$ cat config.mk
export PLATFORM = sky130hd
export DESIGN_NAME = asr_regs
export DESIGN_NICKNAME = d
export VERILOG_FILES = /design/src/rtl/asr_pkg.sv /design/src/rtl/asr_um.sv /design/src/rtl/asr_regs.sv
export SDC_FILE = /design/constraint.sdc
export NUM_CORES = 2
export LEC_CHECK = 0
export ABC_AREA = 0
export BUFFER_PORTS_ARGS = -buffer_cell sky130_fd_sc_hd__buf_4
export CORE_AREA = 2 2 351 353
export DETAILED_ROUTE_END_ITERATION = 8
export DIE_AREA = 0 0 353 355
export GPL_ROUTABILITY_DRIVEN = 0
export PLACE_DENSITY = 0.59
export SYNTH_ARGS = -nofsm -noshare
export SYNTH_HDL_FRONTEND = slang
export SYNTH_SLANG_ARGS = --single-unit
$ cat constraint.sdc
create_clock -name i_mclk -period 86.9 [get_ports i_mclk]
set_input_delay 4.345 -clock i_mclk [delete_from_list [all_inputs] [get_ports i_mclk]]
set_output_delay 4.345 -clock i_mclk [all_outputs]
set_load 0.01 [all_outputs]
$ cat src/rtl/asr_pkg.sv
// package for the application register set: indices, field layouts, codes
// assumes a 64-bit pipeline that addresses registers by 7-bit index
package asr_pkg;
   localparam int          ASR_DATA_W    = 64;
   localparam int          ASR_IDX_W     = 7;
   localparam int          ASR_CFM_W     = 38;
   localparam int          ASR_EC_W      = 6;
   localparam int          ASR_PL_W      = 2;
   localparam int          ASR_UM_W      = 6;
   localparam int          ASR_PMD_N     = 4;
   localparam int          ASR_PMD_IDX_W = 2;
   localparam logic [6:0]  IDX_BSFP      = 7'h11;
   localparam logic [6:0]  IDX_BSSP      = 7'h12;
   localparam logic [6:0]  IDX_SNAT      = 7'h13;
   localparam logic [6:0]  IDX_CXV       = 7'h20;
   localparam logic [6:0]  IDX_USER_NAT_COLLECTION      = 7'h24;
   localparam logic [6:0]  IDX_ITC       = 7'h2C;
   localparam logic [6:0]  IDX_PFS       = 7'h40;
   localparam logic [6:0]  IDX_LC        = 7'h41;
   localparam logic [6:0]  IDX_EC        = 7'h42;
   localparam int          SNAT_IG_BIT   = 63;
   localparam int          PFS_CFM_LO    = 0;
   localparam int          PFS_CFM_HI    = 37;
   localparam int          PFS_EC_LO     = 52;
   localparam int          PFS_EC_HI     = 57;
   localparam int          PFS_PL_LO     = 62;
   localparam int          PFS_PL_HI     = 63;
   localparam int          UM_BE         = 1;
   localparam int          UM_UP         = 2;
   localparam int          UM_AC         = 3;
   localparam int          UM_MFL        = 4;
   localparam int          UM_MFH        = 5;
   localparam logic [5:0]  UM_WR_MASK    = 6'h3E;
   localparam logic [1:0]  PL_MOST       = 2'h0;
   localparam logic [63:0] ITC_STEP      = 64'h0000000000000001;
   localparam logic [63:0] ZERO64        = 64'h0000000000000000;
   typedef enum logic [1:0] {
      ASR_FLT_NONE,
      ASR_FLT_PRIV_REG,
      ASR_FLT_LEGACY_GP
   } asr_fault_type;
endpackage : asr_pkg

$ cat src/rtl/asr_um.sv
// user mask: be, up, ac, sticky fp-written flags
// assumes fp completion pulses come from the same clock
`timescale 1ns/10ps
module asr_um
   import asr_pkg::*;
(
   input  wire logic                i_mclk,
   input  wire logic                i_rst_n,
   input  wire logic                i_wr,
   input  wire logic [ASR_UM_W-1:0] i_wdata,
   input  wire logic                i_fp_lo_done,
   input  wire logic                i_fp_hi_done,
   output logic      [ASR_UM_W-1:0] o_um
);
   logic [ASR_UM_W-1:0] um;
   logic [ASR_UM_W-1:0] next_um;

   always_comb begin
      next_um = um;
      if (i_wr) begin
         next_um = i_wdata & UM_WR_MASK;
      end
      // a set in the write cycle wins, so no completion is lost
      if (i_fp_lo_done) begin
         next_um[UM_MFL] = 1'b1;
      end
      if (i_fp_hi_done) begin
         next_um[UM_MFH] = 1'b1;
      end
   end

   always_ff @(posedge i_mclk or negedge i_rst_n) begin
      if (!i_rst_n) begin
         um <= '0;
      end else begin
         um <= next_um;
      end
   end

   assign o_um = um;

   a_um_mfl_sticky: assert property (@(posedge i_mclk) disable iff (!i_rst_n)
      um[UM_MFL] && !i_wr |=> um[UM_MFL])
      else $error("low fp flag dropped without write");
   a_um_mfh_set: assert property (@(posedge i_mclk) disable iff (!i_rst_n)
      i_fp_hi_done |=> um[UM_MFH])
      else $error("high fp flag not set");
   a_um_rsv_zero: assert property (@(posedge i_mclk) disable iff (!i_rst_n)
      um[0] == 1'b0)
      else $error("reserved mask bit set");
   c_um_write: cover property (@(posedge i_mclk) disable iff (!i_rst_n)
      i_wr && i_fp_lo_done);
endmodule : asr_um

$ cat src/rtl/asr_regs.sv
// application register set: stack pointers, collections, time counter,
// previous function state, loop and epilog counts, perf data, user mask
// assumes the pipeline issues one read and one write per cycle, same clock
`timescale 1ns/10ps
module asr_regs
   import asr_pkg::*;
(
   input  wire logic                     i_mclk,
   input  wire logic                     i_arst_n,
   // register access port from the pipeline
   input  wire logic                     i_rd,
   input  wire logic                     i_rd_legacy,
   input  wire logic [ASR_IDX_W-1:0]     i_rd_idx,
   input  wire logic                     i_wr,
   input  wire logic [ASR_IDX_W-1:0]     i_wr_idx,
   input  wire logic [ASR_DATA_W-1:0]    i_wdata,
   input  wire logic [ASR_PL_W-1:0]      i_cpl,
   // security and engine-side updates
   input  wire logic                     i_itc_secure,
   input  wire logic [ASR_PMD_N-1:0]     i_pmd_secure,
   input  wire logic                     i_bsfp_load,
   input  wire logic [ASR_DATA_W-1:0]    i_bsfp_val,
   input  wire logic                     i_bssp_load,
   input  wire logic [ASR_DATA_W-1:0]    i_bssp_val,
   input  wire logic                     i_snat_load,
   input  wire logic [ASR_DATA_W-1:0]    i_snat_val,
   input  wire logic                     i_user_nat_collection_load,
   input  wire logic [ASR_DATA_W-1:0]    i_user_nat_collection_val,
   // branch events
   input  wire logic                     i_call,
   input  wire logic                     i_ret,
   input  wire logic [ASR_CFM_W-1:0]     i_cfm,
   input  wire logic                     i_loop_br,
   // perf data
   input  wire logic                     i_pmd_rd,
   input  wire logic                     i_pmd_wr,
   input  wire logic [ASR_PMD_IDX_W-1:0] i_pmd_idx,
   input  wire logic                     i_pmd_inc,
   // user mask
   input  wire logic                     i_um_wr,
   input  wire logic [ASR_UM_W-1:0]      i_um_wdata,
   input  wire logic                     i_fp_lo_done,
   input  wire logic                     i_fp_hi_done,
   // answers
   output logic      [ASR_DATA_W-1:0]    o_rdata,
   output logic                          o_rvalid,
   output asr_fault_type                 o_fault,
   output logic      [ASR_DATA_W-1:0]    o_pmd_rdata,
   output logic      [ASR_DATA_W-1:0]    o_cxv_operand,
   output logic      [ASR_DATA_W-1:0]    o_bssp,
   output logic      [ASR_DATA_W-1:0]    o_snat,
   output logic      [ASR_DATA_W-1:0]    o_user_nat_collection,
   output logic      [ASR_CFM_W-1:0]     o_cfm_restore,
   output logic                          o_cfm_restore_vld,
   output logic      [ASR_PL_W-1:0]      o_cpl_next,
   output logic                          o_cpl_load,
   output logic      [ASR_EC_W-1:0]      o_ec,
   output logic      [ASR_DATA_W-1:0]    o_lc,
   output logic                          o_big_endian,
   output logic                          o_user_perf_en,
   output logic                          o_align_all,
   output logic      [ASR_UM_W-1:0]      o_um
);
   logic                  rst_meta;
   logic                  rst_n;
   logic [ASR_DATA_W-1:0] bsfp, bssp, snat, cxv, user_nat_collection, interval_time_counter, lc;
   logic [ASR_DATA_W-1:0] next_bsfp, next_bssp, next_snat, next_cxv;
   logic [ASR_DATA_W-1:0] next_user_nat_collection, next_itc, next_lc;
   logic [ASR_CFM_W-1:0]  pfs_cfm, next_pfs_cfm;
   logic [ASR_EC_W-1:0]   pfs_ec, next_pfs_ec, ec, next_ec;
   logic [ASR_PL_W-1:0]   pfs_pl, next_pfs_pl;
   logic [ASR_DATA_W-1:0] perf_monitor_data [ASR_PMD_N];
   logic [ASR_DATA_W-1:0] next_pmd [ASR_PMD_N];
   logic [ASR_DATA_W-1:0] rdata, next_rdata, pmd_rdata, next_pmd_rdata;
   logic                  rvalid, next_rvalid;
   asr_fault_type         fault, next_fault;
   logic [ASR_CFM_W-1:0]  cfm_rst, next_cfm_rst;
   logic                  cfm_vld, next_cfm_vld;
   logic [ASR_PL_W-1:0]   cpl_nx, next_cpl_nx;
   logic                  cpl_ld, next_cpl_ld;
   logic [ASR_UM_W-1:0]   um;
   logic                  top_pl;
   logic [ASR_DATA_W-1:0] pfs_word;

   // reset release through two flops
   always_ff @(posedge i_mclk or negedge i_arst_n) begin
      if (!i_arst_n) begin
         rst_meta <= 1'b0;
         rst_n    <= 1'b0;
      end else begin
         rst_meta <= 1'b1;
         rst_n    <= rst_meta;
      end
   end

   assign top_pl = (i_cpl == PL_MOST);

   always_comb begin
      pfs_word = ZERO64;
      pfs_word[PFS_CFM_HI:PFS_CFM_LO] = pfs_cfm;
      pfs_word[PFS_EC_HI:PFS_EC_LO]   = pfs_ec;
      pfs_word[PFS_PL_HI:PFS_PL_LO]   = pfs_pl;
   end

   // register state
   always_comb begin
      next_bsfp    = i_bsfp_load ? i_bsfp_val : bsfp;
      next_bssp    = bssp;
      next_snat    = snat;
      next_cxv     = cxv;
      next_user_nat_collection    = user_nat_collection;
      next_itc     = interval_time_counter + ITC_STEP;
      next_lc      = lc;
      next_ec      = ec;
      next_pfs_cfm = pfs_cfm;
      next_pfs_ec  = pfs_ec;
      next_pfs_pl  = pfs_pl;
      if (i_bssp_load) begin
         next_bssp = i_bssp_val;
      end
      if (i_snat_load) begin
         next_snat = i_snat_val;
      end
      if (i_user_nat_collection_load) begin
         next_user_nat_collection = i_user_nat_collection_val;
      end
      if (i_wr) begin
         unique case (i_wr_idx)
            IDX_BSSP: next_bssp = i_wdata;
            IDX_SNAT: next_snat = i_wdata;
            IDX_CXV:  next_cxv  = i_wdata;
            IDX_USER_NAT_COLLECTION: next_user_nat_collection = i_wdata;
            IDX_ITC: begin
               if (top_pl) begin
                  next_itc = i_wdata;
               end
            end
            IDX_PFS: begin
               next_pfs_cfm = i_wdata[PFS_CFM_HI:PFS_CFM_LO];
               next_pfs_ec  = i_wdata[PFS_EC_HI:PFS_EC_LO];
               next_pfs_pl  = i_wdata[PFS_PL_HI:PFS_PL_LO];
            end
            IDX_LC:   next_lc = i_wdata;
            IDX_EC:   next_ec = i_wdata[ASR_EC_W-1:0];
            default: begin
               // frame pointer and unknown indices ignore writes
               next_lc = next_lc;
            end
         endcase
      end
      next_snat[SNAT_IG_BIT] = 1'b0;
      if (i_loop_br) begin
         next_lc = lc - ITC_STEP;
      end
      if (i_call) begin
         next_pfs_cfm = i_cfm;
         next_pfs_ec  = ec;
         next_pfs_pl  = i_cpl;
      end else if (i_ret) begin
         next_ec = pfs_ec;
      end
   end

   // perf data, one entry per counter
   generate
      for (genvar g = 0; g < ASR_PMD_N; g++) begin : g_pmd
         always_comb begin
            next_pmd[g] = perf_monitor_data[g];
            if (i_pmd_inc && um[UM_UP]) begin
               next_pmd[g] = perf_monitor_data[g] + ITC_STEP;
            end
            if (i_pmd_wr && top_pl && (i_pmd_idx == ASR_PMD_IDX_W'(g))) begin
               next_pmd[g] = i_wdata;
            end
         end
         always_ff @(posedge i_mclk or negedge rst_n) begin
            if (!rst_n) begin
               perf_monitor_data[g] <= ZERO64;
            end else begin
               perf_monitor_data[g] <= next_pmd[g];
            end
         end
      end
   endgenerate

   // read answers and branch outputs
   always_comb begin
      next_rdata     = ZERO64;
      next_rvalid    = 1'b0;
      next_fault     = ASR_FLT_NONE;
      next_pmd_rdata = ZERO64;
      next_cfm_rst   = cfm_rst;
      next_cfm_vld   = 1'b0;
      next_cpl_nx    = cpl_nx;
      next_cpl_ld    = 1'b0;
      if (i_rd_legacy) begin
         next_rvalid = 1'b1;
         if (i_itc_secure && !top_pl) begin
            next_fault = ASR_FLT_LEGACY_GP;
         end else begin
            next_rdata = interval_time_counter;
         end
      end else if (i_rd) begin
         next_rvalid = 1'b1;
         unique case (i_rd_idx)
            IDX_BSFP: next_rdata = bsfp;
            IDX_BSSP: next_rdata = bssp;
            IDX_SNAT: next_rdata = snat;
            IDX_CXV:  next_rdata = cxv;
            IDX_USER_NAT_COLLECTION: next_rdata = user_nat_collection;
            IDX_ITC: begin
               if (i_itc_secure && !top_pl) begin
                  next_fault = ASR_FLT_PRIV_REG;
               end else begin
                  next_rdata = interval_time_counter;
               end
            end
            IDX_PFS:  next_rdata = pfs_word;
            IDX_LC:   next_rdata = lc;
            IDX_EC:   next_rdata = {{(ASR_DATA_W-ASR_EC_W){1'b0}}, ec};
            default:  next_rdata = ZERO64;
         endcase
      end
      if (i_pmd_rd && !i_pmd_secure[i_pmd_idx]) begin
         next_pmd_rdata = perf_monitor_data[i_pmd_idx];
      end
      if (i_ret && !i_call) begin
         next_cfm_rst = pfs_cfm;
         next_cfm_vld = 1'b1;
         next_cpl_nx  = pfs_pl;
         // larger level number is less privilege, so only move down
         next_cpl_ld  = (pfs_pl >= i_cpl);
      end
   end

   always_ff @(posedge i_mclk or negedge rst_n) begin
      if (!rst_n) begin
         bsfp    <= ZERO64;
         bssp    <= ZERO64;
         snat    <= ZERO64;
         cxv     <= ZERO64;
         user_nat_collection    <= ZERO64;
         interval_time_counter     <= ZERO64;
         lc      <= ZERO64;
         ec      <= '0;
         pfs_cfm <= '0;
         pfs_ec  <= '0;
         pfs_pl  <= '0;
         rdata   <= ZERO64;
         rvalid  <= 1'b0;
         fault   <= ASR_FLT_NONE;
         pmd_rdata <= ZERO64;
         cfm_rst <= '0;
         cfm_vld <= 1'b0;
         cpl_nx  <= '0;
         cpl_ld  <= 1'b0;
      end else begin
         bsfp    <= next_bsfp;
         bssp    <= next_bssp;
         snat    <= next_snat;
         cxv     <= next_cxv;
         user_nat_collection    <= next_user_nat_collection;
         interval_time_counter     <= next_itc;
         lc      <= next_lc;
         ec      <= next_ec;
         pfs_cfm <= next_pfs_cfm;
         pfs_ec  <= next_pfs_ec;
         pfs_pl  <= next_pfs_pl;
         rdata   <= next_rdata;
         rvalid  <= next_rvalid;
         fault   <= next_fault;
         pmd_rdata <= next_pmd_rdata;
         cfm_rst <= next_cfm_rst;
         cfm_vld <= next_cfm_vld;
         cpl_nx  <= next_cpl_nx;
         cpl_ld  <= next_cpl_ld;
      end
   end

   asr_um u_um (
      .i_mclk       (i_mclk),
      .i_rst_n      (rst_n),
      .i_wr         (i_um_wr),
      .i_wdata      (i_um_wdata),
      .i_fp_lo_done (i_fp_lo_done),
      .i_fp_hi_done (i_fp_hi_done),
      .o_um         (um)
   );

   assign o_rdata           = rdata;
   assign o_rvalid          = rvalid;
   assign o_fault           = fault;
   assign o_pmd_rdata       = pmd_rdata;
   assign o_cxv_operand     = cxv;
   assign o_bssp            = bssp;
   assign o_snat            = snat;
   assign o_user_nat_collection            = user_nat_collection;
   assign o_cfm_restore     = cfm_rst;
   assign o_cfm_restore_vld = cfm_vld;
   assign o_cpl_next        = cpl_nx;
   assign o_cpl_load        = cpl_ld;
   assign o_ec              = ec;
   assign o_lc              = lc;
   // engine and legacy accesses ignore this and stay little-endian
   assign o_big_endian      = um[UM_BE];
   assign o_user_perf_en    = um[UM_UP];
   assign o_align_all       = um[UM_AC];
   assign o_um              = um;

   // sampled reset keeps the release edge, where the counter is still held, out
   a_itc_count: assert property (@(posedge i_mclk) disable iff (!rst_n)
      rst_n && !(i_wr && i_wr_idx == IDX_ITC) |=> interval_time_counter == $past(interval_time_counter) + ITC_STEP)
      else $error("time counter did not step by one");
   a_itc_wr_priv: assert property (@(posedge i_mclk) disable iff (!rst_n)
      i_wr && i_wr_idx == IDX_ITC && !top_pl |=> interval_time_counter == $past(interval_time_counter) + ITC_STEP)
      else $error("unprivileged counter write took effect");
   a_itc_secure: assert property (@(posedge i_mclk) disable iff (!rst_n)
      i_rd && !i_rd_legacy && i_rd_idx == IDX_ITC && i_itc_secure && !top_pl
      |=> fault == ASR_FLT_PRIV_REG && rdata == ZERO64)
      else $error("secured counter read without fault");
   a_legacy_gp: assert property (@(posedge i_mclk) disable iff (!rst_n)
      i_rd_legacy && i_itc_secure && !top_pl |=> fault == ASR_FLT_LEGACY_GP)
      else $error("legacy read missed protection fault");
   a_snat_top: assert property (@(posedge i_mclk) disable iff (!rst_n)
      snat[SNAT_IG_BIT] == 1'b0)
      else $error("spill collection bit 63 set");
   a_call_save: assert property (@(posedge i_mclk) disable iff (!rst_n)
      i_call |=> pfs_ec == $past(ec) && pfs_pl == $past(i_cpl) && pfs_cfm == $past(i_cfm))
      else $error("call did not save state");
   a_ret_priv: assert property (@(posedge i_mclk) disable iff (!rst_n)
      i_ret && !i_call && pfs_pl < i_cpl |=> !cpl_ld)
      else $error("return raised privilege");
   a_loop_dec: assert property (@(posedge i_mclk) disable iff (!rst_n)
      i_loop_br |=> lc == $past(lc) - ITC_STEP)
      else $error("loop count not decremented");
   a_pmd_secure: assert property (@(posedge i_mclk) disable iff (!rst_n)
      i_pmd_rd && i_pmd_secure[i_pmd_idx] |=> pmd_rdata == ZERO64)
      else $error("secured perf counter read nonzero");
   c_call_ret: cover property (@(posedge i_mclk) disable iff (!rst_n)
      i_call ##[1:8] i_ret);
   c_itc_fault: cover property (@(posedge i_mclk) disable iff (!rst_n)
      fault == ASR_FLT_PRIV_REG);
   c_loop: cover property (@(posedge i_mclk) disable iff (!rst_n)
      i_loop_br [*3]);
endmodule : asr_regs

Yosys cells after proc, flatten, opt, wreduce, memory -nomap -nowiden
Index checks and enable logic that the tools add are counted.

operators by class
  bitwise operators = 1
  $lt $le $gt $ge = 3
  $add $sub $neg = 6
  equal/unequal tests = 20
  reductions and logical operators = 27
  shift operators = 0
  $mul = 0
  divide/modulo/power cells = 0
  multiplexer cells = 58

operator list
  operator                                                  number
  2-to-1 mux 64 bit                                         26
  one-hot mux 64 bit (9 select lines)                       1
  adder 64 x 1 -> 64 bit, second input constant             5
  2-to-1 mux 63 bit                                         3
  binary-select mux 64 bit (select 2 bit)                   1
  2-to-1 mux 38 bit                                         3
  subtractor 64 x 1 -> 64 bit, second input constant        1
  2-to-1 mux 6 bit                                          8
  equality test 7 x 6 -> 1 bit, second input constant       6
  equality test 7 bit, second input constant                6
  equality test 7 x 5 -> 1 bit, second input constant       5
  nonzero test 2 bit                                        10
  2-to-1 mux 1 bit                                          10
  2-to-1 mux 2 bit                                          5
  logical AND 1 bit                                         9
  AND reduction 2 bit                                       3
  equality test 2 bit, second input constant                2
  zero test 2 bit                                           2
  greater-or-equal comparator 3 bit, second input constant  1
  zero test 1 bit                                           3
  < comparator 2 x 3 -> 1 bit, second input constant        1
  NOT 2 -> 3 bit                                            1
  binary-select mux 1 bit (select 2 bit)                    1
  equality test 2 x 1 -> 1 bit, second input constant       1
  greater-or-equal comparator 2 bit                         1

word-level totals
  latch bits = 0
  memories kept = 0
  register bits = 935
  bits in writable memories = 0
  memory bits (read-only) = 0
  input port bits = 405
  word-level logic and storage cells = 143
  output and inout port bits = 508

Longest topological paths before layout
  depth in word-level cells = 7
  gate-level depth with buffers = 10
  depth with buffers taken out = 8

Hierarchy
Synthesis repeated with hierarchy kept, for this count alone.

unflattened totals
  cells, all modules = 4866
  area, all modules = 48137.4 um^2

modules (own cells, without submodules)
  module    instances  cells an instance  sequential area each (um^2)  area an instance (um^2)
  asr_regs  1          4852               23272.3                      47936.0
  asr_um    1          14                 125.1                        201.4

Worst setup path before layout
OpenSTA, ideal clock, no wires.

  kind = input to register
  start point = input i_pmd_idx[0]
  end point = register pmd_rdata[25] (netlist: o_pmd_rdata[25])
  data arrival time = 6.044 ns
  cell stages on the path = 5
  path slack = 80.723 ns
  required time = 86.768 ns
  library setup time = 0.132 ns
  path buffers = 3
  cells stage by stage = clkbuf_1 > buf_2 > buf_1 > mux4_2 > nor2b_1

on the way
  word-level cells in the longest chain between the ends = 5
  elaborated cells on any way between the ends = 9
  classes of those cells = mux (6); bitwise (1); reduce/logical (2)

ends and longest elaborated chain
  element                                                                                         line                              source
  start: declaration                                                                              asr_regs.sv:37                    input wire logic [ASR_PMD_IDX_W-1:0] i_pmd_idx,
  NOT 2 -> 3 bit (implied by the code) or binary-select mux 1 bit (select 2 bit) (tied branches)  asr_regs.sv:225, asr_regs.sv:224
  binary-select mux 64 bit (select 2 bit) or 2-to-1 mux 1 bit (tied branches)                     asr_regs.sv:225, asr_regs.sv:224
  2-to-1 mux 64 bit (implied by the code) or zero test 1 bit (tied branches)                      asr_regs.sv:225, asr_regs.sv:224
  2-to-1 mux 64 bit (implied by the code) or logical AND 1 bit (tied branches)                    asr_regs.sv:225, asr_regs.sv:224
  2-to-1 mux 64 bit (*)                                                                           asr_regs.sv:224                   if (i_pmd_rd && !i_pmd_secure[i_pmd_idx]) begin
  net next_pmd_rdata[25]                                                                          asr_regs.sv:74                    logic [ASR_DATA_W-1:0] rdata, next_rdata, pmd_rdata, next_pmd_rdata;
  end signal: assignment                                                                          asr_regs.sv:272                   pmd_rdata <= next_pmd_rdata;
  end: declaration                                                                                asr_regs.sv:74

The timed path passes the listed nets; every way through them passes the cells marked *. The select of a mux whose other input is x is not followed.
A chain may end at the register's enable or synchronous reset.

Worst setup path after layout
  start point = input i_wr_idx[3]
  end point = register lc[31] (netlist: o_lc[31])

on the way
  word-level cells in the longest chain between the ends = 3

ends and longest elaborated chain
  element                        line             source
  start: declaration             asr_regs.sv:15   input wire logic [ASR_IDX_W-1:0] i_wr_idx,
  equality test 7 bit            asr_regs.sv:128  unique case (i_wr_idx)
  nonzero test 2 bit (no line)   n/a
  AND reduction 2 bit (no line)  n/a
  end signal: assignment         asr_regs.sv:264  lc <= next_lc;
  end: declaration               asr_regs.sv:66   logic [ASR_DATA_W-1:0] bsfp, bssp, snat, cxv, user_nat_collection, interval_time_counter, lc;

Every way passes these cells.

==> flow_summary.json <==
{
  "p_int_mw": 0.914,
  "dp_hpwl_um": 163000,
  "fillers": 11400,
  "relSlewSlack_pct": 18.9,
  "yosys-top-cells-area": "dfrtp_1 (49%), mux2i_1 (6.5%), a21oi_1 (5.1%), nor2_1 (4.2%), mux2_2 (4.1%)",
  "synthTopCellsByCount": "dfrtp_1 (935), nor2_1 (542), a21oi_1 (489)",
  "fin_crit_ps": 7000,
  "remaining_drc_errors": 0,
  "grt_max_degree": 155,
  "clk-insertion-delay-late_ps": 730,
  "setup_tns_ps": 0,
  "arrival_ps": 7610,
  "ioPinCount": 913,
  "fin_skew_ps": 32.2,
  "fmaxAchievable_ghz": 0.143,
  "cts_tree": "built",
  "synth_top_cell_by_area": "dfrtp_1",
  "yosys_register_bits": 935,
  "cts_sinks": 935,
  "vias": 43700,
  "grt_setup_unrepaired": "no",
  "die_w_um": 353,
  "post-place-ws_ps": 79350,
  "avgSynthCellArea_sq_um": 9.92,
  "synth_fa_ha_area_share_pct": 0.208,
  "grt_pass1_wl_um": 313000,
  "power_frac_comb_pct": 18.7,
  "synth-edff-count": 0,
  "hold_viol_final": 0,
  "fin_ws_ps": 79900,
  "crit_top_cell": "a311oi_1",
  "dp_cells": 7094,
  "core_sq_um": 121000,
  "p_seq_share_pct": 44.2,
  "syn_area_sq_um": 48200,
  "netlist_instances": 4861,
  "num_rows": 128,
  "synthArstFlopShare_pct": 100,
  "pwr-share-clk_pct": 37.1,
  "clk_path_buf_depth": 3,
  "cts_setup_buffers": 0,
  "ant_nets": 0,
  "cp_num_buf_inv": 1,
  "min_period_over_period_pct": 8.05,
  "layout-drive-gt1-share_pct": 25.7,
  "start_util_pct": 39.7,
  "slowest_stage": "nand2_1",
  "hold_class": "reg2reg",
  "maxCapViolCount": 0,
  "area_delta_synth_final_pct": 24.9,
  "crit_path_start_kind": "primary input",
  "leakagePower_nw": 26.7,
  "endpoint_kind": "register",
  "slowest_delay_ps": 930,
  "crit_fanout": 17,
  "wl_um": 223000,
  "fp.dieH_um": 355,
  "ys_types": 70,
  "root_buffer": "clkbuf_16",
  "synth_top_family_by_area": "simple AND/OR/NAND/NOR gates",
  "numCtsBuffers": 109,
  "gr-total-overflow": 0,
  "grtUsageTotal_pct": 34.5,
  "clkSlewWorstSetupHoldPaths_ps": 60,
  "initialDrtViolationCount": 4584,
  "worstPathRequired_ps": 87510,
  "timing.final.max_slew_violations": 0,
  "ys.flop_type": "dfrtp_1",
  "grt_antenna_before_repair": 23,
  "viasPerCell": 5.97,
  "final_net_count": 5993,
  "yosys_warnings": 0,
  "synth_xor_area_share_pct": 5.89,
  "yosysSeqAreaShare_pct": 48.5,
  "peakVddDrop_uv": 17.2,
  "port_buffers": 908,
  "status": "finished clean",
  "synth.most_common_cell": "dfrtp_1",
  "path_class": "in2reg",
  "first_global_vias": 41300,
  "worst_slew_pin_slew_ps": 1220,
  "multi_input_area_sq_um": 23400,
  "die-area_sq_um": 125000,
  "fin_cells": 7314,
  "seq_area_sq_um": 23400,
  "hold_buffers": 0,
  "htree_levels": 3,
  "holdWs_ps": 352,
  "wl_per_cell_um": 30.5,
  "setup_violations": 0,
  "first_pass_iters": 6,
  "power.density_nw_per_um2": 22.2,
  "synth_compound_area_share_pct": 12.0,
  "synth-simple-area-share_pct": 16.5,
  "yosys.area.top_type_share_pct": 48.5,
  "switchingPower_mw": 0.422,
  "synth_mux_area_share_pct": 13.7,
  "finalPower_mw": 1.34,
  "cts-resized-gates": 0,
  "crit_family": "simple AND/OR/NAND/NOR gates",
  "p_sw_share_pct": 31.6,
  "cp_cell_sequence": "buf_4 -> nor4b_1 -> nand3_1 -> nand2_1 -> a311oi_1 -> a311oi_1"
}
cells by family after synthesis:
| logic type | after synthesis |
|---|---|
| buffers and inverters | 401 |
| xor gates and xnor gates | 324 |
| adders and majority gates | 8 |
| and+or+nand+nor | 1640 |
| other | 2 |
| muxes | 555 |
| DFF | 935 |
| AOI/OAI and AO/OA | 996 |
through the flow:
stage | cell area [sq um] | utilization, %
floorplan | 48200 | -
global placement | 56300 | 46.4
detailed placement | 56300 | 46.4
CTS | 60200 | 49.6
global route | 60200 | 49.6
finish | 60200 | 49.6
area by class of cell:
cell class              instances  area share, %
multi-input cells            3526           38.9
flip-flops and latches        935           38.9
repair buffers                977           12.2
clock buffers                 159           5.36
well taps                    1625           3.38
clock inverters                43           1.00
inverters                      31          0.193
diodes                         18         0.0748
placed cells by master (no fill, tap or decap), types with 9 or more instances in the layout:
master	synthesis	routed
buf_4	6	976
dfrtp_1	935	934
nor2_1	542	539
a21oi_1	489	489
nand2_1	393	389
mux2i_1	314	313
o21ai_0	190	190
xor2_1	187	187
mux2_2	176	176
xnor2_1	137	137
nand3_1	138	136
nand4_1	133	133
clkbuf_16	0	109
nor3_1	81	80
nor2b_1	74	71
mux4_2	65	65
a22oi_1	64	64
and3_1	63	62
nor4_1	45	45
o22ai_1	44	44
a221o_1	41	41
o21ai_1	38	38
and4_1	34	34
and2_1	33	33
clkbuf_8	0	31
inv_1	29	29
a31oi_1	27	27
or3_1	23	23
a21o_1	21	21
a211oi_1	21	21
clkinv_2	0	21
clkbuf_1	304	19
diode_2	0	18
bufinv_16	0	12
nor3b_1	11	10
o211ai_1	10	10
or4_1	9	9
nor4_2	12	9
a311oi_1	9	9
routing by layer:
layer	global-route usage (%)	routed length [um]
met5	0	70
met3	7.94	20300
met2	53.4	101000
met4	19.1	14100
met1	44.8	87800
power groups by stage:
stage	Combinational [mW]	Sequential (mW)	Clock, mW
after detailed placement	0.249	0.593	0
final	0.250	0.590	0.495
after global routing	0.267	0.597	0.519
after floorplan	0.124	0.578	0
after CTS	0.250	0.586	0.501
after global placement	0.245	0.591	0
sequential cells by signal, summed over array words and instances, names as in the netlist, 64 cells and up:
register / count
perf_monitor_data: 256
bsfp: 64
interval_time_counter: 64
o_bssp: 64
o_cxv_operand: 64
o_lc: 64
o_pmd_rdata: 64
o_rdata: 64
o_user_nat_collection: 64
final timing paths:
kind	startpoint	to	slack, ps	depth (start not counted)
setup / recovery	i_wr_idx[3]	o_lc[31]	79900	6
hold / removal	rst_meta	rst_n	350	0
setup reg to reg	rst_n	o_bssp[11]	82460	4
hold reg to reg	rst_meta	rst_n	350	0
max in group asynchronous	rst_n	o_bssp[11]	82460	4
min in group asynchronous	rst_n	o_pmd_rdata[14]	450	0
No activity file was read; power rests on OpenSTA's default activity.
